==> src/sgtc_cfg.svh <==
// Purpose: Offsets, reset values, field positions and codes of the test control bank
// Assumes: 16-bit management words, 5-bit register addresses
// Notes:   Included by bare name
`ifndef SGTC_CFG_SVH
`define SGTC_CFG_SVH

`define SGTC_ADDR_LOOPBACK    5'h16
`define SGTC_ADDR_GLOBAL      5'h18
`define SGTC_ADDR_RSVD_A      5'h19
`define SGTC_ADDR_STAT_A      5'h1A
`define SGTC_ADDR_STAT_B      5'h1B
`define SGTC_ADDR_STAT_C      5'h1C
`define SGTC_ADDR_SOFT_RESET  5'h1D
`define SGTC_ADDR_FACTORY     5'h1E
`define SGTC_ADDR_RESULT      5'h1F

`define SGTC_RST_LOOPBACK     16'h0000
`define SGTC_RST_GLOBAL       16'h100C
`define SGTC_RST_SOFT_RESET   16'h0000
`define SGTC_RST_FACTORY      16'h000B

`define SGTC_MASK_GLOBAL      16'hD30C
`define SGTC_MASK_FACTORY     16'hFF7F

`define SGTC_BIT_IDLE_MODE    15
`define SGTC_BIT_BUSY_PASS    14
`define SGTC_BIT_TOL_COMP     12
`define SGTC_BIT_CHECK_EN     9
`define SGTC_BIT_GEN_EN       8
`define SGTC_EMPH_HI          3
`define SGTC_EMPH_LO          2

`define SGTC_CHAR_K28_5       9'h1BC
`define SGTC_CHAR_D10_1       9'h02A
`define SGTC_CHAR_D15_2       9'h04F
`define SGTC_CHAR_D5_6        9'h0C5

`define SGTC_PRBS_SEED        7'h7F
`define SGTC_PREAMBLE_BITS    6'd32
`define SGTC_OP_READ          2'h2
`define SGTC_OP_WRITE         2'h1

`endif

==> src/sgtc_pkg.sv <==
// Purpose: Types shared by the test control bank and its management port
// Assumes: Nothing beyond the configuration header
// Notes:   Constants live in sgtc_cfg.svh
package sgtc_pkg;

  typedef enum logic [1:0] {
    SGTC_EMPH_NONE = 2'b00,
    SGTC_EMPH_LOW  = 2'b01,
    SGTC_EMPH_MID  = 2'b10,
    SGTC_EMPH_HIGH = 2'b11
  } sgtc_emph_t;

  typedef enum logic [1:0] {
    SGTC_MD_PRE  = 2'b00,
    SGTC_MD_HDR  = 2'b01,
    SGTC_MD_TA   = 2'b10,
    SGTC_MD_DATA = 2'b11
  } sgtc_mdio_state_t;

endpackage

==> src/sgtc_mdio_slave.sv <==
// Purpose: Clause 22 management frame slave, sampled in the mclk domain
// Assumes: mdc and mdioIn synchronous to mclk, mdc much slower than mclk
// Notes:   Output bits change right after each mdc rising edge
`timescale 1ns/1ps
`include "sgtc_cfg.svh"

module sgtc_mdio_slave #(
  parameter logic [4:0] PHY_ADDR = 5'h00
) (
  input  wire logic        mclk,
  input  wire logic        rst_n,
  input  wire logic        mdc,
  input  wire logic        mdioIn,
  output logic             mdioOut,
  output logic             mdioOe,
  output logic             mdcRise,
  output logic [4:0]       regAddr,
  input  wire logic [15:0] rdData,
  output logic             wrStb,
  output logic [15:0]      wrData
);
  import sgtc_pkg::*;

  sgtc_mdio_state_t state;
  logic             mdcPrev;
  logic [5:0]       preCnt;
  logic [3:0]       bitCnt;
  logic [11:0]      hdr;
  logic             isRead;
  logic [15:0]      shift;
  logic [12:0]      full;

  assign mdcRise = mdc & ~mdcPrev;
  assign full    = {hdr, mdioIn};

  // Clock edge detect
  always_ff @(posedge mclk)
  begin
    if (!rst_n)
      mdcPrev <= 1'b0;
    else
      mdcPrev <= mdc;
  end

  // Frame sequencer
  always_ff @(posedge mclk)
  begin
    if (!rst_n)
    begin
      state   <= SGTC_MD_PRE;
      preCnt  <= 6'd0;
      bitCnt  <= 4'd0;
      hdr     <= 12'h000;
      isRead  <= 1'b0;
      shift   <= 16'h0000;
      regAddr <= 5'h00;
      mdioOut <= 1'b0;
      mdioOe  <= 1'b0;
      wrStb   <= 1'b0;
      wrData  <= 16'h0000;
    end
    else
    begin
      wrStb <= 1'b0;
      if (mdcRise)
      begin
        case (state)
          SGTC_MD_PRE:
          begin
            if (mdioIn)
              preCnt <= (preCnt == `SGTC_PREAMBLE_BITS) ? preCnt : preCnt + 6'd1;
            else
            begin
              if (preCnt == `SGTC_PREAMBLE_BITS)
              begin
                state  <= SGTC_MD_HDR;
                bitCnt <= 4'd0;
              end
              preCnt <= 6'd0;
            end
          end
          SGTC_MD_HDR:
          begin
            hdr    <= full[11:0];
            bitCnt <= bitCnt + 4'd1;
            if (bitCnt == 4'd12)
            begin
              bitCnt <= 4'd0;
              if (full[12] && full[9:5] == PHY_ADDR &&
                  (full[11:10] == `SGTC_OP_READ || full[11:10] == `SGTC_OP_WRITE))
              begin
                state   <= SGTC_MD_TA;
                regAddr <= full[4:0];
                isRead  <= (full[11:10] == `SGTC_OP_READ);
              end
              else
                state <= SGTC_MD_PRE;
            end
          end
          SGTC_MD_TA:
          begin
            bitCnt <= bitCnt + 4'd1;
            if (bitCnt == 4'd0 && isRead)
            begin
              mdioOe  <= 1'b1;
              mdioOut <= 1'b0;
              shift   <= rdData;
            end
            if (bitCnt == 4'd1)
            begin
              state  <= SGTC_MD_DATA;
              bitCnt <= 4'd0;
              if (isRead)
              begin
                mdioOut <= shift[15];
                shift   <= {shift[14:0], 1'b0};
              end
            end
          end
          SGTC_MD_DATA:
          begin
            bitCnt <= bitCnt + 4'd1;
            if (isRead)
            begin
              mdioOut <= (bitCnt == 4'd15) ? 1'b0 : shift[15];
              shift   <= {shift[14:0], 1'b0};
              if (bitCnt == 4'd15)
                mdioOe <= 1'b0;
            end
            else
              shift <= {shift[14:0], mdioIn};
            if (bitCnt == 4'd15)
            begin
              state <= SGTC_MD_PRE;
              if (!isRead)
              begin
                wrStb  <= 1'b1;
                wrData <= {shift[14:0], mdioIn};
              end
            end
          end
          default:
            state <= SGTC_MD_PRE;
        endcase
      end
    end
  end

endmodule

==> src/sgtc_serdes_global_test_control.sv <==
// Purpose: Global test control bank of an eight-channel serdes with its channel steering
// Assumes: Pins synchronous to mclk; characters carry K flag in bit 8
// Notes:   Channel A is channel 0 in every per-channel vector
// Behaviour
// - Comma plus data character marks idle
// - Transmit idle pair swaps D15.2 for D5.6
// - Idle mode is bit OR pin
// - Busy pattern passes as data when enabled
// - Busy passing is bit OR pin
// - Check enable runs all receive checkers
// - Generate enable drives patterns on channels
// - Two-bit emphasis level, reset high
// - Reserved bits and words read zero
// - Receive soft reset per channel bit
// - Transmit soft reset per channel bit
// - Soft reset bits clear next management cycle
// - Upper result byte shows receive pass
// - Lower result byte shows transmit pass
// - Near loop by pin or channel bit
// - Near loop tristates serial, returns parallel
// - Far loop sends received data back
// - Far loop tristates parallel receive outputs unless near loop is also active
// - Near loop bits ORed with pin
// - Far loop works on channel pairs
// - Pattern is seven-bit pseudo-random sequence
// - Pattern mode ignores parallel transmit data
`timescale 1ns/1ps
`include "sgtc_cfg.svh"

module sgtc_serdes_global_test_control #(
  parameter int         NCH      = 8,
  parameter logic [4:0] PHY_ADDR = 5'h00
) (
  input  wire logic               mclk,
  input  wire logic               rst_n,
  input  wire logic               mdc,
  input  wire logic               mdioIn,
  output logic                    mdioOut,
  output logic                    mdioOe,
  input  wire logic               gigabit_idle_pin,
  input  wire logic               busy_pattern_pin,
  input  wire logic               near_loop_pin,
  output logic                    gigabitIdleMode,
  output logic                    busyPatternPass,
  output logic                    toleranceCompEnable,
  output sgtc_pkg::sgtc_emph_t    globalEmphasisLevel,
  output logic [7:0]              factory_test_bits,
  output logic [NCH-1:0]          rxChannelReset,
  output logic [NCH-1:0]          txChannelReset,
  input  wire logic [NCH*9-1:0]   txChar,
  output logic [NCH*9-1:0]        txCharOut,
  input  wire logic [NCH*9-1:0]   rxChar,
  output logic [NCH-1:0]          rxIdleFlag,
  output logic [NCH-1:0]          rxIdleCompOk,
  input  wire logic [NCH*10-1:0]  txParallel,
  output logic [NCH*10-1:0]       serialTxWord,
  output logic [NCH-1:0]          serialOutOe,
  input  wire logic [NCH*10-1:0]  serialRxWord,
  output logic [NCH*10-1:0]       receive_parallel_bus,
  output logic [NCH-1:0]          receiveParallelOe
);
  import sgtc_pkg::*;

  logic        mdcRise;
  logic [4:0]  regAddr;
  logic [15:0] rdData;
  logic        wrStb;
  logic [15:0] wrData;

  logic [15:0] loopbackCtl;
  logic [15:0] globalCtl;
  logic [15:0] softReset;
  logic [15:0] factoryTest;
  logic [7:0]  rx_pattern_pass_flags;
  logic [7:0]  txPassFlags;

  logic        pattern_check_enable;
  logic        pattern_generate_enable;
  logic [7:0]  near_loop_bits;
  logic [7:0]  far_loop_enables;
  logic [7:0]  farLoopActive;
  logic [7:0]  nearLoopActive;

  sgtc_mdio_slave #(
    .PHY_ADDR (PHY_ADDR)
  ) u_mdio (
    .mclk    (mclk),
    .rst_n   (rst_n),
    .mdc     (mdc),
    .mdioIn  (mdioIn),
    .mdioOut (mdioOut),
    .mdioOe  (mdioOe),
    .mdcRise (mdcRise),
    .regAddr (regAddr),
    .rdData  (rdData),
    .wrStb   (wrStb),
    .wrData  (wrData)
  );

  // writable fields only, reserved bits stay zero
  always_ff @(posedge mclk)
  begin
    if (!rst_n)
      globalCtl <= `SGTC_RST_GLOBAL;
    else if (wrStb && regAddr == `SGTC_ADDR_GLOBAL)
      globalCtl <= wrData & `SGTC_MASK_GLOBAL;
  end

  // Loopback enables
  always_ff @(posedge mclk)
  begin
    if (!rst_n)
      loopbackCtl <= `SGTC_RST_LOOPBACK;
    else if (wrStb && regAddr == `SGTC_ADDR_LOOPBACK)
      loopbackCtl <= wrData;
  end

  // Factory test word, bit 7 held zero
  always_ff @(posedge mclk)
  begin
    if (!rst_n)
      factoryTest <= `SGTC_RST_FACTORY;
    else if (wrStb && regAddr == `SGTC_ADDR_FACTORY)
      factoryTest <= wrData & `SGTC_MASK_FACTORY;
  end

  // self clearing, a write wins over the clear
  always_ff @(posedge mclk)
  begin
    if (!rst_n)
      softReset <= `SGTC_RST_SOFT_RESET;
    else if (wrStb && regAddr == `SGTC_ADDR_SOFT_RESET)
      softReset <= softReset | wrData;
    else if (mdcRise)
      softReset <= 16'h0000;
  end

  // reserved and unlisted words read zero
  always_comb
  begin
    case (regAddr)
      `SGTC_ADDR_LOOPBACK:   rdData = loopbackCtl;
      `SGTC_ADDR_GLOBAL:     rdData = globalCtl;
      `SGTC_ADDR_SOFT_RESET: rdData = softReset;
      `SGTC_ADDR_FACTORY:    rdData = factoryTest;
      // receive pass flags in the upper byte
      `SGTC_ADDR_RESULT:     rdData = {rx_pattern_pass_flags, txPassFlags};
      default:               rdData = 16'h0000;
    endcase
  end

  // idle mode from bit or pin
  assign gigabitIdleMode         = globalCtl[`SGTC_BIT_IDLE_MODE] | gigabit_idle_pin;
  // busy passing from bit or pin
  assign busyPatternPass         = globalCtl[`SGTC_BIT_BUSY_PASS] | busy_pattern_pin;
  assign toleranceCompEnable     = globalCtl[`SGTC_BIT_TOL_COMP];
  assign pattern_check_enable    = globalCtl[`SGTC_BIT_CHECK_EN];
  assign pattern_generate_enable = globalCtl[`SGTC_BIT_GEN_EN];
  // emphasis field drives the level output
  assign globalEmphasisLevel     = sgtc_emph_t'(globalCtl[`SGTC_EMPH_HI:`SGTC_EMPH_LO]);
  assign factory_test_bits       = factoryTest[15:8];
  assign rxChannelReset          = softReset[15:8];
  assign txChannelReset          = softReset[7:0];
  assign near_loop_bits          = loopbackCtl[15:8];
  assign far_loop_enables        = loopbackCtl[7:0];

  // Advance the seven-bit sequence by one ten-bit word
  function automatic logic [16:0] prbsStep(input logic [6:0] seed);
    logic [6:0] s;
    logic [9:0] w;
    logic       nb;
    s = seed;
    w = 10'h000;
    for (int i = 0; i < 10; i++)
    begin
      nb        = s[6] ^ s[5];
      w[9 - i]  = nb;
      s         = {s[5:0], nb};
    end
    return {w, s};
  endfunction

  genvar ch;
  generate
    for (ch = 0; ch < NCH; ch++)
    begin : g_ch
      logic [8:0] txC;
      logic [8:0] rxC;
      logic [8:0] txPrev;
      logic [8:0] rxPrev;
      logic [9:0] txW;
      logic [9:0] rxW;
      logic [6:0] genState;
      logic [9:0] genWord;
      logic [16:0] genNext;
      logic [16:0] chkNext;
      logic [9:0] expectWord;
      logic       expectValid;
      logic       rxPass;
      logic       txPass;
      logic       idleSeen;

      assign txC     = txChar[ch*9 +: 9];
      assign rxC     = rxChar[ch*9 +: 9];
      assign txW     = txParallel[ch*10 +: 10];
      assign rxW     = serialRxWord[ch*10 +: 10];
      assign genNext = prbsStep(genState);
      assign chkNext = prbsStep(rxW[6:0]);
      assign genWord = genNext[16:7];

      // Character history
      always_ff @(posedge mclk)
      begin
        if (!rst_n || rxChannelReset[ch])
          rxPrev <= 9'h000;
        else
          rxPrev <= rxC;
      end

      always_ff @(posedge mclk)
      begin
        if (!rst_n || txChannelReset[ch])
          txPrev <= 9'h000;
        else
          txPrev <= txC;
      end

      // comma then data character; busy pair stays data
      always_comb
      begin
        idleSeen = gigabitIdleMode && rxPrev == `SGTC_CHAR_K28_5 && !rxC[8] &&
                   !(busyPatternPass && rxC == `SGTC_CHAR_D10_1);
      end

      assign rxIdleFlag[ch]   = idleSeen;
      assign rxIdleCompOk[ch] = idleSeen & toleranceCompEnable;

      // disparity fix in transmit idle pair
      always_ff @(posedge mclk)
      begin
        if (!rst_n || txChannelReset[ch])
          txCharOut[ch*9 +: 9] <= 9'h000;
        else if (gigabitIdleMode && txPrev == `SGTC_CHAR_K28_5 && txC == `SGTC_CHAR_D15_2)
          txCharOut[ch*9 +: 9] <= `SGTC_CHAR_D5_6;
        else
          txCharOut[ch*9 +: 9] <= txC;
      end

      always_ff @(posedge mclk)
      begin
        if (!rst_n || txChannelReset[ch] || !pattern_generate_enable)
          genState <= `SGTC_PRBS_SEED;
        else
          genState <= genNext[6:0];
      end

      // receive checker predicts the next word
      always_ff @(posedge mclk)
      begin
        if (!rst_n || rxChannelReset[ch] || !pattern_check_enable)
        begin
          expectWord  <= 10'h000;
          expectValid <= 1'b0;
          rxPass      <= 1'b0;
        end
        else
        begin
          expectWord  <= chkNext[16:7];
          expectValid <= 1'b1;
          if (expectValid)
            rxPass <= (rxW == expectWord);
        end
      end

      // transmit side pass for factory use
      always_ff @(posedge mclk)
      begin
        if (!rst_n || txChannelReset[ch] || !pattern_generate_enable)
          txPass <= 1'b0;
        else
          txPass <= nearLoopActive[ch] || farLoopActive[ch] ||
                    serialTxWord[ch*10 +: 7] == genState;
      end

      assign rx_pattern_pass_flags[ch] = rxPass;
      assign txPassFlags[ch]           = txPass;

      // pin or bit; each bit ORed with pin
      assign nearLoopActive[ch] = near_loop_pin | near_loop_bits[ch];
      // both channels of a pair loop together
      assign farLoopActive[ch]  = far_loop_enables[ch] | far_loop_enables[ch ^ 1];

      // Channel steering
      always_ff @(posedge mclk)
      begin
        if (!rst_n || txChannelReset[ch])
        begin
          serialTxWord[ch*10 +: 10] <= 10'h000;
          serialOutOe[ch]           <= 1'b0;
        end
        else
        begin
          // serial outputs released during near loop
          serialOutOe[ch] <= !nearLoopActive[ch];
          if (farLoopActive[ch])
            serialTxWord[ch*10 +: 10] <= rxW;
          // generator drives the serializer; parallel data ignored
          else if (pattern_generate_enable)
            serialTxWord[ch*10 +: 10] <= genWord;
          else
            serialTxWord[ch*10 +: 10] <= txW;
        end
      end

      always_ff @(posedge mclk)
      begin
        if (!rst_n || rxChannelReset[ch])
        begin
          receive_parallel_bus[ch*10 +: 10] <= 10'h000;
          receiveParallelOe[ch]             <= 1'b0;
        end
        else
        begin
          // parallel receive outputs released in far loop unless near loop is also active
          receiveParallelOe[ch] <= !farLoopActive[ch] || nearLoopActive[ch];
          // parallel transmit data, or the generated word when generate is enabled, returns to receive side
          if (nearLoopActive[ch])
            receive_parallel_bus[ch*10 +: 10] <= pattern_generate_enable ? genWord : txW;
          else if (farLoopActive[ch])
            receive_parallel_bus[ch*10 +: 10] <= 10'h000;
          // pattern visible on the receive bus
          else if (pattern_generate_enable)
            receive_parallel_bus[ch*10 +: 10] <= genWord;
          else
            receive_parallel_bus[ch*10 +: 10] <= rxW;
        end
      end
    end
  endgenerate

endmodule

==> config.mk <==
export PLATFORM = sky130hd
export DESIGN_NAME = sgtc_serdes_global_test_control
export DESIGN_NICKNAME = d
export VERILOG_FILES = /design/src/sgtc_pkg.sv /design/src/sgtc_mdio_slave.sv /design/src/sgtc_serdes_global_test_control.sv
export VERILOG_INCLUDE_DIRS = /design/src
export SDC_FILE = /design/constraint.sdc
export NUM_CORES = 1
export LEC_CHECK = 0
export ABC_AREA = 1
export CAP_MARGIN = 20
export CORE_MARGIN = 2
export CORE_UTILIZATION = 40
export CTS_CLUSTER_DIAMETER = 100
export DETAILED_ROUTE_END_ITERATION = 12
export DONT_BUFFER_PORTS = 1
export GPL_ROUTABILITY_DRIVEN = 0
export PLACE_DENSITY = 0.61
export SYNTH_ARGS = -nofsm -noshare
export SYNTH_HDL_FRONTEND = slang
export SYNTH_HIERARCHICAL = 1
export SYNTH_SLANG_ARGS = --single-unit
==> constraint.sdc <==
create_clock -name mclk -period 4.6 [get_ports mclk]
set_clock_uncertainty 0.05 [all_clocks]
set_input_delay 0.23 -clock mclk [delete_from_list [all_inputs] [get_ports mclk]]
set_output_delay 0.23 -clock mclk [all_outputs]
set_load 0.02 [all_outputs]
==> run metrics, run 1 <==
status=completed; Routed WL per cell=18.3 um; CP max stage cell=buf_4; layout cells sized above 1=0.0562; Synth Area in XOR/XNOR=0.0514; multiplexer area fraction after synthesis=0; Worst-path clk slew=~0.060 ns; Inst Count DP=4697; Synthesized Nets=4240; endpoints failing setup=0; Fin Hold WS=0.116 ns; Crit path max-delay family=buffers and inverters; largest stage delay on the critical path=0.68 ns; Crit path required time=5.09 ns; EDFF count, synth=0; fmax=about 0.33 GHz; Netlist Area Pre-Place=around 28000 um2; Worst Setup SP=globalCtl[8]$_SDFFE_PN0P_; cells after synthesis=approximately 4000; non-filler cells, final=~5300; Post-Route Setup TNS=0 ns; number of max-cap violations=0; crit end category=register; final hold violation count=0; final core occ=0.506; core box area=roughly 70000 um2; startpoint types=register; Bufs on Longest Clock Path=3; Worst Tran Pin Value=1.07 ns; Worst Setup EP=serialTxWord[28]$_SDFF_PP0_; die area=~73000 um2; CP bufs+invs=4; GRT Resource Usage Total=0.256; Sink Count=roughly 670; largest net degree at the start of global routing=110; vias=26600; CTS Buf Count=76; Post-DRT Antenna Nets=0; final period utilization=0.663; initial core utilization=0.404; Leak Pwr=approximately 17 nW; port bufs=0; simple-gate portion of the synthesized area=0.263; reg2reg setup slack=1.55 ns; CTS tree=done; worst reg-to-reg path cell count=7; fillers=around 6600; Synth Flop Type=dfxtp_1; normalized max-slew margin=0.282; most frequent CP cell=nand2_1; dominant cell type by area after synthesis=dfxtp_1; nets=roughly 4600; vias in the first global route=25600; Rows=97; clk root buf=clkbuf_16; Avg Cell Area, Syn=7.21 um2; GR Overflow Total=0; crit-path cells=inv_4 > buf_4 > nand2_1 > nand2_1 > o21ai_0 > dlygate4sd3_1 > inv_1; Die H=270 um; Tmin final=3.05 ns; DRC=0; asr flop ratio synth=0; initial DRC count=1850; peak supply drop=394 uV; Adder-Cell Fraction of Synth Area=0.00266; DP HPWL=66400 um; Data arrival, critical path=3.54 ns; Synth top cells by count=nand2_1, dfxtp_1, nor2_1; worst r2r dst=serialTxWord[28]$_SDFF_PP0_; Yosys Warn Count=6; largest family of logic cells by synthesized area=simple AND/OR/NAND/NOR gates; Reg2Reg Launch Point=globalCtl[8]$_SDFFE_PN0P_; Horiz. Die Dim=270 um; hold crit path type=in2reg; initial antenna violation count=8; CTS H-tree lvls=3; Synth cell types=37; routed wire length=~96000 um; Final Slew Violations=0; compound-gate portion of the synthesized area=0.110; worst skew pair latency=0.62 ns; RSZ-0062 raised after global routing=false; crit-path max FO=67; Area growth, synth to finish=25.3%; sequential area share after synthesis=0.476; CP Class=reg2reg; most common cell in the synthesized netlist=nand2_1; main area contributors after synthesis=dfxtp_1, nand2_1, nor2_1, inv_1, a21oi_1; first-pass GRT wire length=148000 um; Setup Buffers After CTS=0; hold path cells=5; top cell type's share of synthesized area=0.476; 1st-pass router iterations=5; Via density=5.05; Seq cells post-synth=672; Top Ports=between 600 and 700; CP Depth=7; Power Dens Cells=384 nW/um2
==> cell usage in the layout (no fill, tap or decap), types with 9 or more instances in the layout <==
cell	n
o21ai_1	13
diode_2	9
nand4_1	60
clkbuf_8	13
nor2_4	11
clkbuf_16	78
nand3_1	71
xnor2_1	103
inv_2	36
a21oi_1	300
dlygate4sd3_1	407
or2_2	18
o21ai_0	246
clkinv_2	11
nor2_1	485
dfxtp_1	671
nor3_1	62
xor2_1	63
clkbuf_1	15
inv_1	452
nor2_2	20
nand2_1	1062
a22oi_1	26
==> sequential cells by signal, summed over array words and instances (netlist names), 8 cells and up, named ones only <==
name                  count
g_ch.genState            56
receiveParallelOe         8
u_mdio/shift             16
g_ch.rxPrev              72
serialTxWord             80
g_ch.rxPass               8
factoryTest              15
txCharOut                72
receive_parallel_bus     80
g_ch.txPass               8
loopbackCtl              16
serialOutOe               8
u_mdio/hdr               12
softReset                16
u_mdio/wrData            16
g_ch.expectWord          80
g_ch.txPrev              72
g_ch.expectValid          8
==> report_power, final <==
group | switching [W] | internal, W | leakage, nW | total (W)
clock | 0.00257 | 0.00381 | 1.28 | 0.00638
combinational | 0.000528 | 0.000413 | 9.71 | 0.000941
sequential | 0.000273 | 0.00601 | 5.52 | 0.00629
total | 0.00337 | 0.0102 | 16.5 | 0.0136
==> per-layer routing <==
metal,vias to the layer above,GRT usage,routed length (um)
met5,-,0,24
met4,4,0.114,4750
met3,273,0.0621,7030
met2,1073,0.424,44700
met1,12400,0.315,39900
li1,12800,-,-
==> stage by stage <==
| step | cell area (um2) | setup WS, ns | power [W] |
|---|---|---|---|
| 6_report | 35400 | 1.55 | 0.0136 |
| 5_1_grt | 35400 | 1.35 | 0.0141 |
| 4_1_cts | 35400 | 1.61 | 0.0137 |
| 3_5_place_dp | 28600 | 2.11 | 0.00700 |
| 3_3_place_gp | 28600 | 2.15 | 0.00700 |
| 2_1_floorplan | 28300 | 3.04 | 0.00684 |
==> cell type report <==
cell class | instances | area (um2) | share of cell area
Antenna cell | 9 | 22.5 | 0.000636
Clock buffer | 106 | 2190 | 0.0618
Clock inverter | 34 | 473 | 0.0134
Inverter | 493 | 1860 | 0.0524
Multi-Input combinational cell | 2584 | 12100 | 0.341
Sequential cell | 672 | 13500 | 0.380
Tap cell | 940 | 1180 | 0.0332
Timing Repair Buffer | 417 | 4170 | 0.118
==> tightest hold or removal path, stage by stage <==
cell and delay [ns]:
inv_1 0.05, nor2_2 0.05, nand2_1 0.20, o21ai_0 0.11, nor2_1 0.10
==> cells by family after synthesis <==
| family | Yosys count |
|---|---|
| AO/OA/AOI/OAI | 598 |
| XOR/XNOR | 166 |
| adder cells (fa/ha/maj) | 6 |
| buffers and inverters | 667 |
| flip-flops | 672 |
| AND/OR/NAND/NOR | 1814 |
==> repair_timing <==
action,in CTS,in global routing
endpoints found under the hold margin,594,0
setup endpoints to repair,0,0
hold buffers,408,0
resized for setup,0,0
==> worst min path at each step <==
| stage | startpoint | to | slack (ns) |
|---|---|---|---|
| 6_report | mdc | u_mdio/bitCnt[0]$_SDFFE_PN0P_ | 0.12 |
| 3_3_place_gp | mdc | u_mdio/mdcPrev$_SDFF_PN0_ | 0.28 |
| 3_5_place_dp | mdc | u_mdio/mdcPrev$_SDFF_PN0_ | 0.28 |
| 5_1_grt | mdc | u_mdio/bitCnt[0]$_SDFFE_PN0P_ | 0.17 |
| 4_1_cts | mdc | u_mdio/bitCnt[0]$_SDFFE_PN0P_ | 0.08 |
| 2_1_floorplan | mdc | u_mdio/mdcPrev$_SDFF_PN0_ | 0.27 |
No activity file was read; power rests on OpenSTA's default activity.
==> inputs of run 2 (changes only) <==
--- a/config.mk
+++ b/config.mk
@@ -14,7 +14,7 @@
 export DETAILED_ROUTE_END_ITERATION = 12
 export DONT_BUFFER_PORTS = 1
 export GPL_ROUTABILITY_DRIVEN = 0
-export PLACE_DENSITY = 0.61
+export PLACE_DENSITY = 0.63
 export SYNTH_ARGS = -nofsm -noshare
 export SYNTH_HDL_FRONTEND = slang
 export SYNTH_HIERARCHICAL = 1
==> constraint.sdc (replaced) <==
create_clock -name mclk -period 2.7 [get_ports mclk]
set_clock_uncertainty 0.05 [all_clocks]
set_input_delay 0.135 -clock mclk [delete_from_list [all_inputs] [get_ports mclk]]
set_output_delay 0.135 -clock mclk [all_outputs]
set_load 0.02 [all_outputs]
==> run metrics, run 2 (synthesized netlist as in run 1, its figures left out) <==
status=completed; Sink Count=672 (unchanged); crit-path max FO=9 (-87%); startpoint types=register; Worst Setup SP=globalCtl[15]$_SDFFE_PN0P_; design area=35600 um2 (+0.65%); initial antenna violation count=8 (unchanged); most frequent cells in the layout=nand2_1, dfxtp_1, nor2_1; Net Sw Frac=0.247 (-0.000358); DRC=0 (unchanged); Crit path required time=2.52 ns (-2.57 ns); Data arrival, critical path=2.44 ns (-1.10 ns); first-pass GRT wire length=148000 um (-0.28%); Worst Tran Pin Value=0.885 ns (-0.190 ns); Post-DRT Antenna Nets=0 (unchanged); Horiz. Die Dim=270 um (unchanged); clk root buf=clkbuf_16; Tmin final=2.62 ns; hold_sp=rxChar[12]; initial core utilization=0.404 (unchanged); normalized max-slew margin=0.410 (+0.128); Final Slew Violations=0 (unchanged); fmax=between 0.3 and 0.4 GHz; Power Dens Cells=649 nW/um2 (+69%); CP Class=reg2out; CTS tree=done; endpoints failing setup=0 (unchanged); layout cells sized above 1=0.0634 (+0.00722); Worst-path clk slew=0.06 ns (about the same); vias in the first global route=25700 (+0.38%); footprint of the multi-input gates=12100 um2 (about the same); routed wire length=97600 um (+1.3%); 1st-pass router iterations=5 (unchanged); Reg2Reg Launch Point=globalCtl[15]$_SDFFE_PN0P_; sw power=0.00572 W (+70%); Combinational Power Share=0.071 (+0.002); DP Area=28900 um2 (+1.1%); hold crit path type=in2reg; fillers=6547 (-1.3%); die area=72800 um2 (unchanged); Area growth, synth to finish=26.1%; RSZ-0062 raised after global routing=false; GRT Resource Usage Total=0.257 (+0.00120); DP HPWL=67400 um (+1.5%); CTS Buf Count=75 (-1.3%); Routed WL per cell=18.5 um (+0.76%); Die H=270 um (unchanged); reg2reg setup slack=0.09 ns (-1.46 ns); final hold violation count=0 (unchanged); CTS H-tree lvls=3 (unchanged); core box area=70000 um2 (unchanged); peak supply drop=588 uV (+49%); total power=0.0231 W (+70%); most common cell after layout, fill and taps aside=nand2_1; GR Overflow Total=0 (unchanged); largest net degree at the start of global routing=132 (+20%); internal power=0.0174 W (+70%); Flop pwr share=0.463 (about the same); Bufs on Longest Clock Path=3 (unchanged); final period utilization=0.972; Top Ports=606 (unchanged); nets=4594 (+0.72%); Rows=97 (unchanged); Leak Pwr=16.7 nW (+1.1%); worst skew pair latency=0.62 ns (about the same); crit end category=output pin; initial DRC count=2213 (+20%); Reg area=13500 um2 (unchanged); port bufs=0 (unchanged); number of max-cap violations=0 (unchanged); Via density=5.08 (+0.43%); Post-Route Setup TNS=0 ns (unchanged); Clk pwr share=0.466 (-0.003); biggest regs=g_ch.expectWord x80, receive_parallel_bus x80, serialTxWord x80; vias=26800 (+0.93%)
## run 2: cell count changes in the layout (fill, tap and decap cells not counted), moves of 2 or more
cell	previous run	this run
clkinv_4	2	0
inv_6	1	3
buf_12	0	3
clkinvlp_4	7	5
clkbuf_16	78	76
diode_2	9	5
dlygate4sd3_1	407	405
buf_4	8	42
## run 2: metal layers
layer | vias up | track usage | routed length, um
li1 | 12900 | - | -
met5 | - | 0 | 31
met3 | 374 | 0.0696 | 8260
met4 | 4 | 0.151 | 6120
met1 | 12300 | 0.311 | 39500
met2 | 1235 | 0.410 | 43700
## run 2: what timing repair did
item                                    CTS  global route
buffers inserted                          0             0
endpoints found under the setup margin    0             6
gates resized for setup                   0             2
hold buffers                            406             0
endpoints found under the hold margin   595             0
## run 2: layout make-up
type / instances / share of cell area
antenna: 5 / 0.000351
clock buffer: 104 / 0.0597
clock inverter: 32 / 0.0136
inverter: 493 / 0.0522
multi-input combinational: 2584 / 0.339
sequential: 672 / 0.378
tap: 940 / 0.0330
timing repair buffer: 451 / 0.125
## run 2: metrics by stage
| step | setup slack [ns] | utilization | hold WS (ns) | instances |
|---|---|---|---|---|
| after floorplan | 1.14 | - | 0.178 | 3923 |
| after global placement | 0.696 | 0.413 | 0.179 | 4734 |
| after detailed placement | 0.648 | 0.413 | 0.186 | 4734 |
| after CTS | 0.0417 | 0.509 | 0.0876 | 5276 |
| after global routing | 0.0160 | 0.509 | 0.121 | 5281 |
| final | 0.0760 | 0.509 | 0.132 | 5281 |
## run 2: critical path, cell delays in order, from the launching register on
cell	delay, ns
dfxtp_1	0.45
nor2_2	0.15
buf_4	0.25
nor3_1	0.21
nand3b_1	0.15
nor3_1	0.40
buf_4	0.23
## run 2: path summary, 6_finish.rpt
path | cells after the start | end
min | 3 | g_ch[1].rxPrev[3]$_SDFF_PP0_
min reg2reg | 1 | g_ch[2].rxPass$_SDFFE_PN0P_
max reg2reg | 7 | txCharOut[70]$_SDFF_PP0_
max | 6 | rxIdleCompOk[7]
## run 2: power groups by stage
stage               Clock [W]  Sequential [W]  Combinational, W
floorplan                   0          0.0108          0.000834
global placement            0          0.0109           0.00102
detailed placement          0          0.0109           0.00103
CTS                    0.0110          0.0107           0.00160
global route           0.0114          0.0107           0.00180
finish                 0.0108          0.0107           0.00164
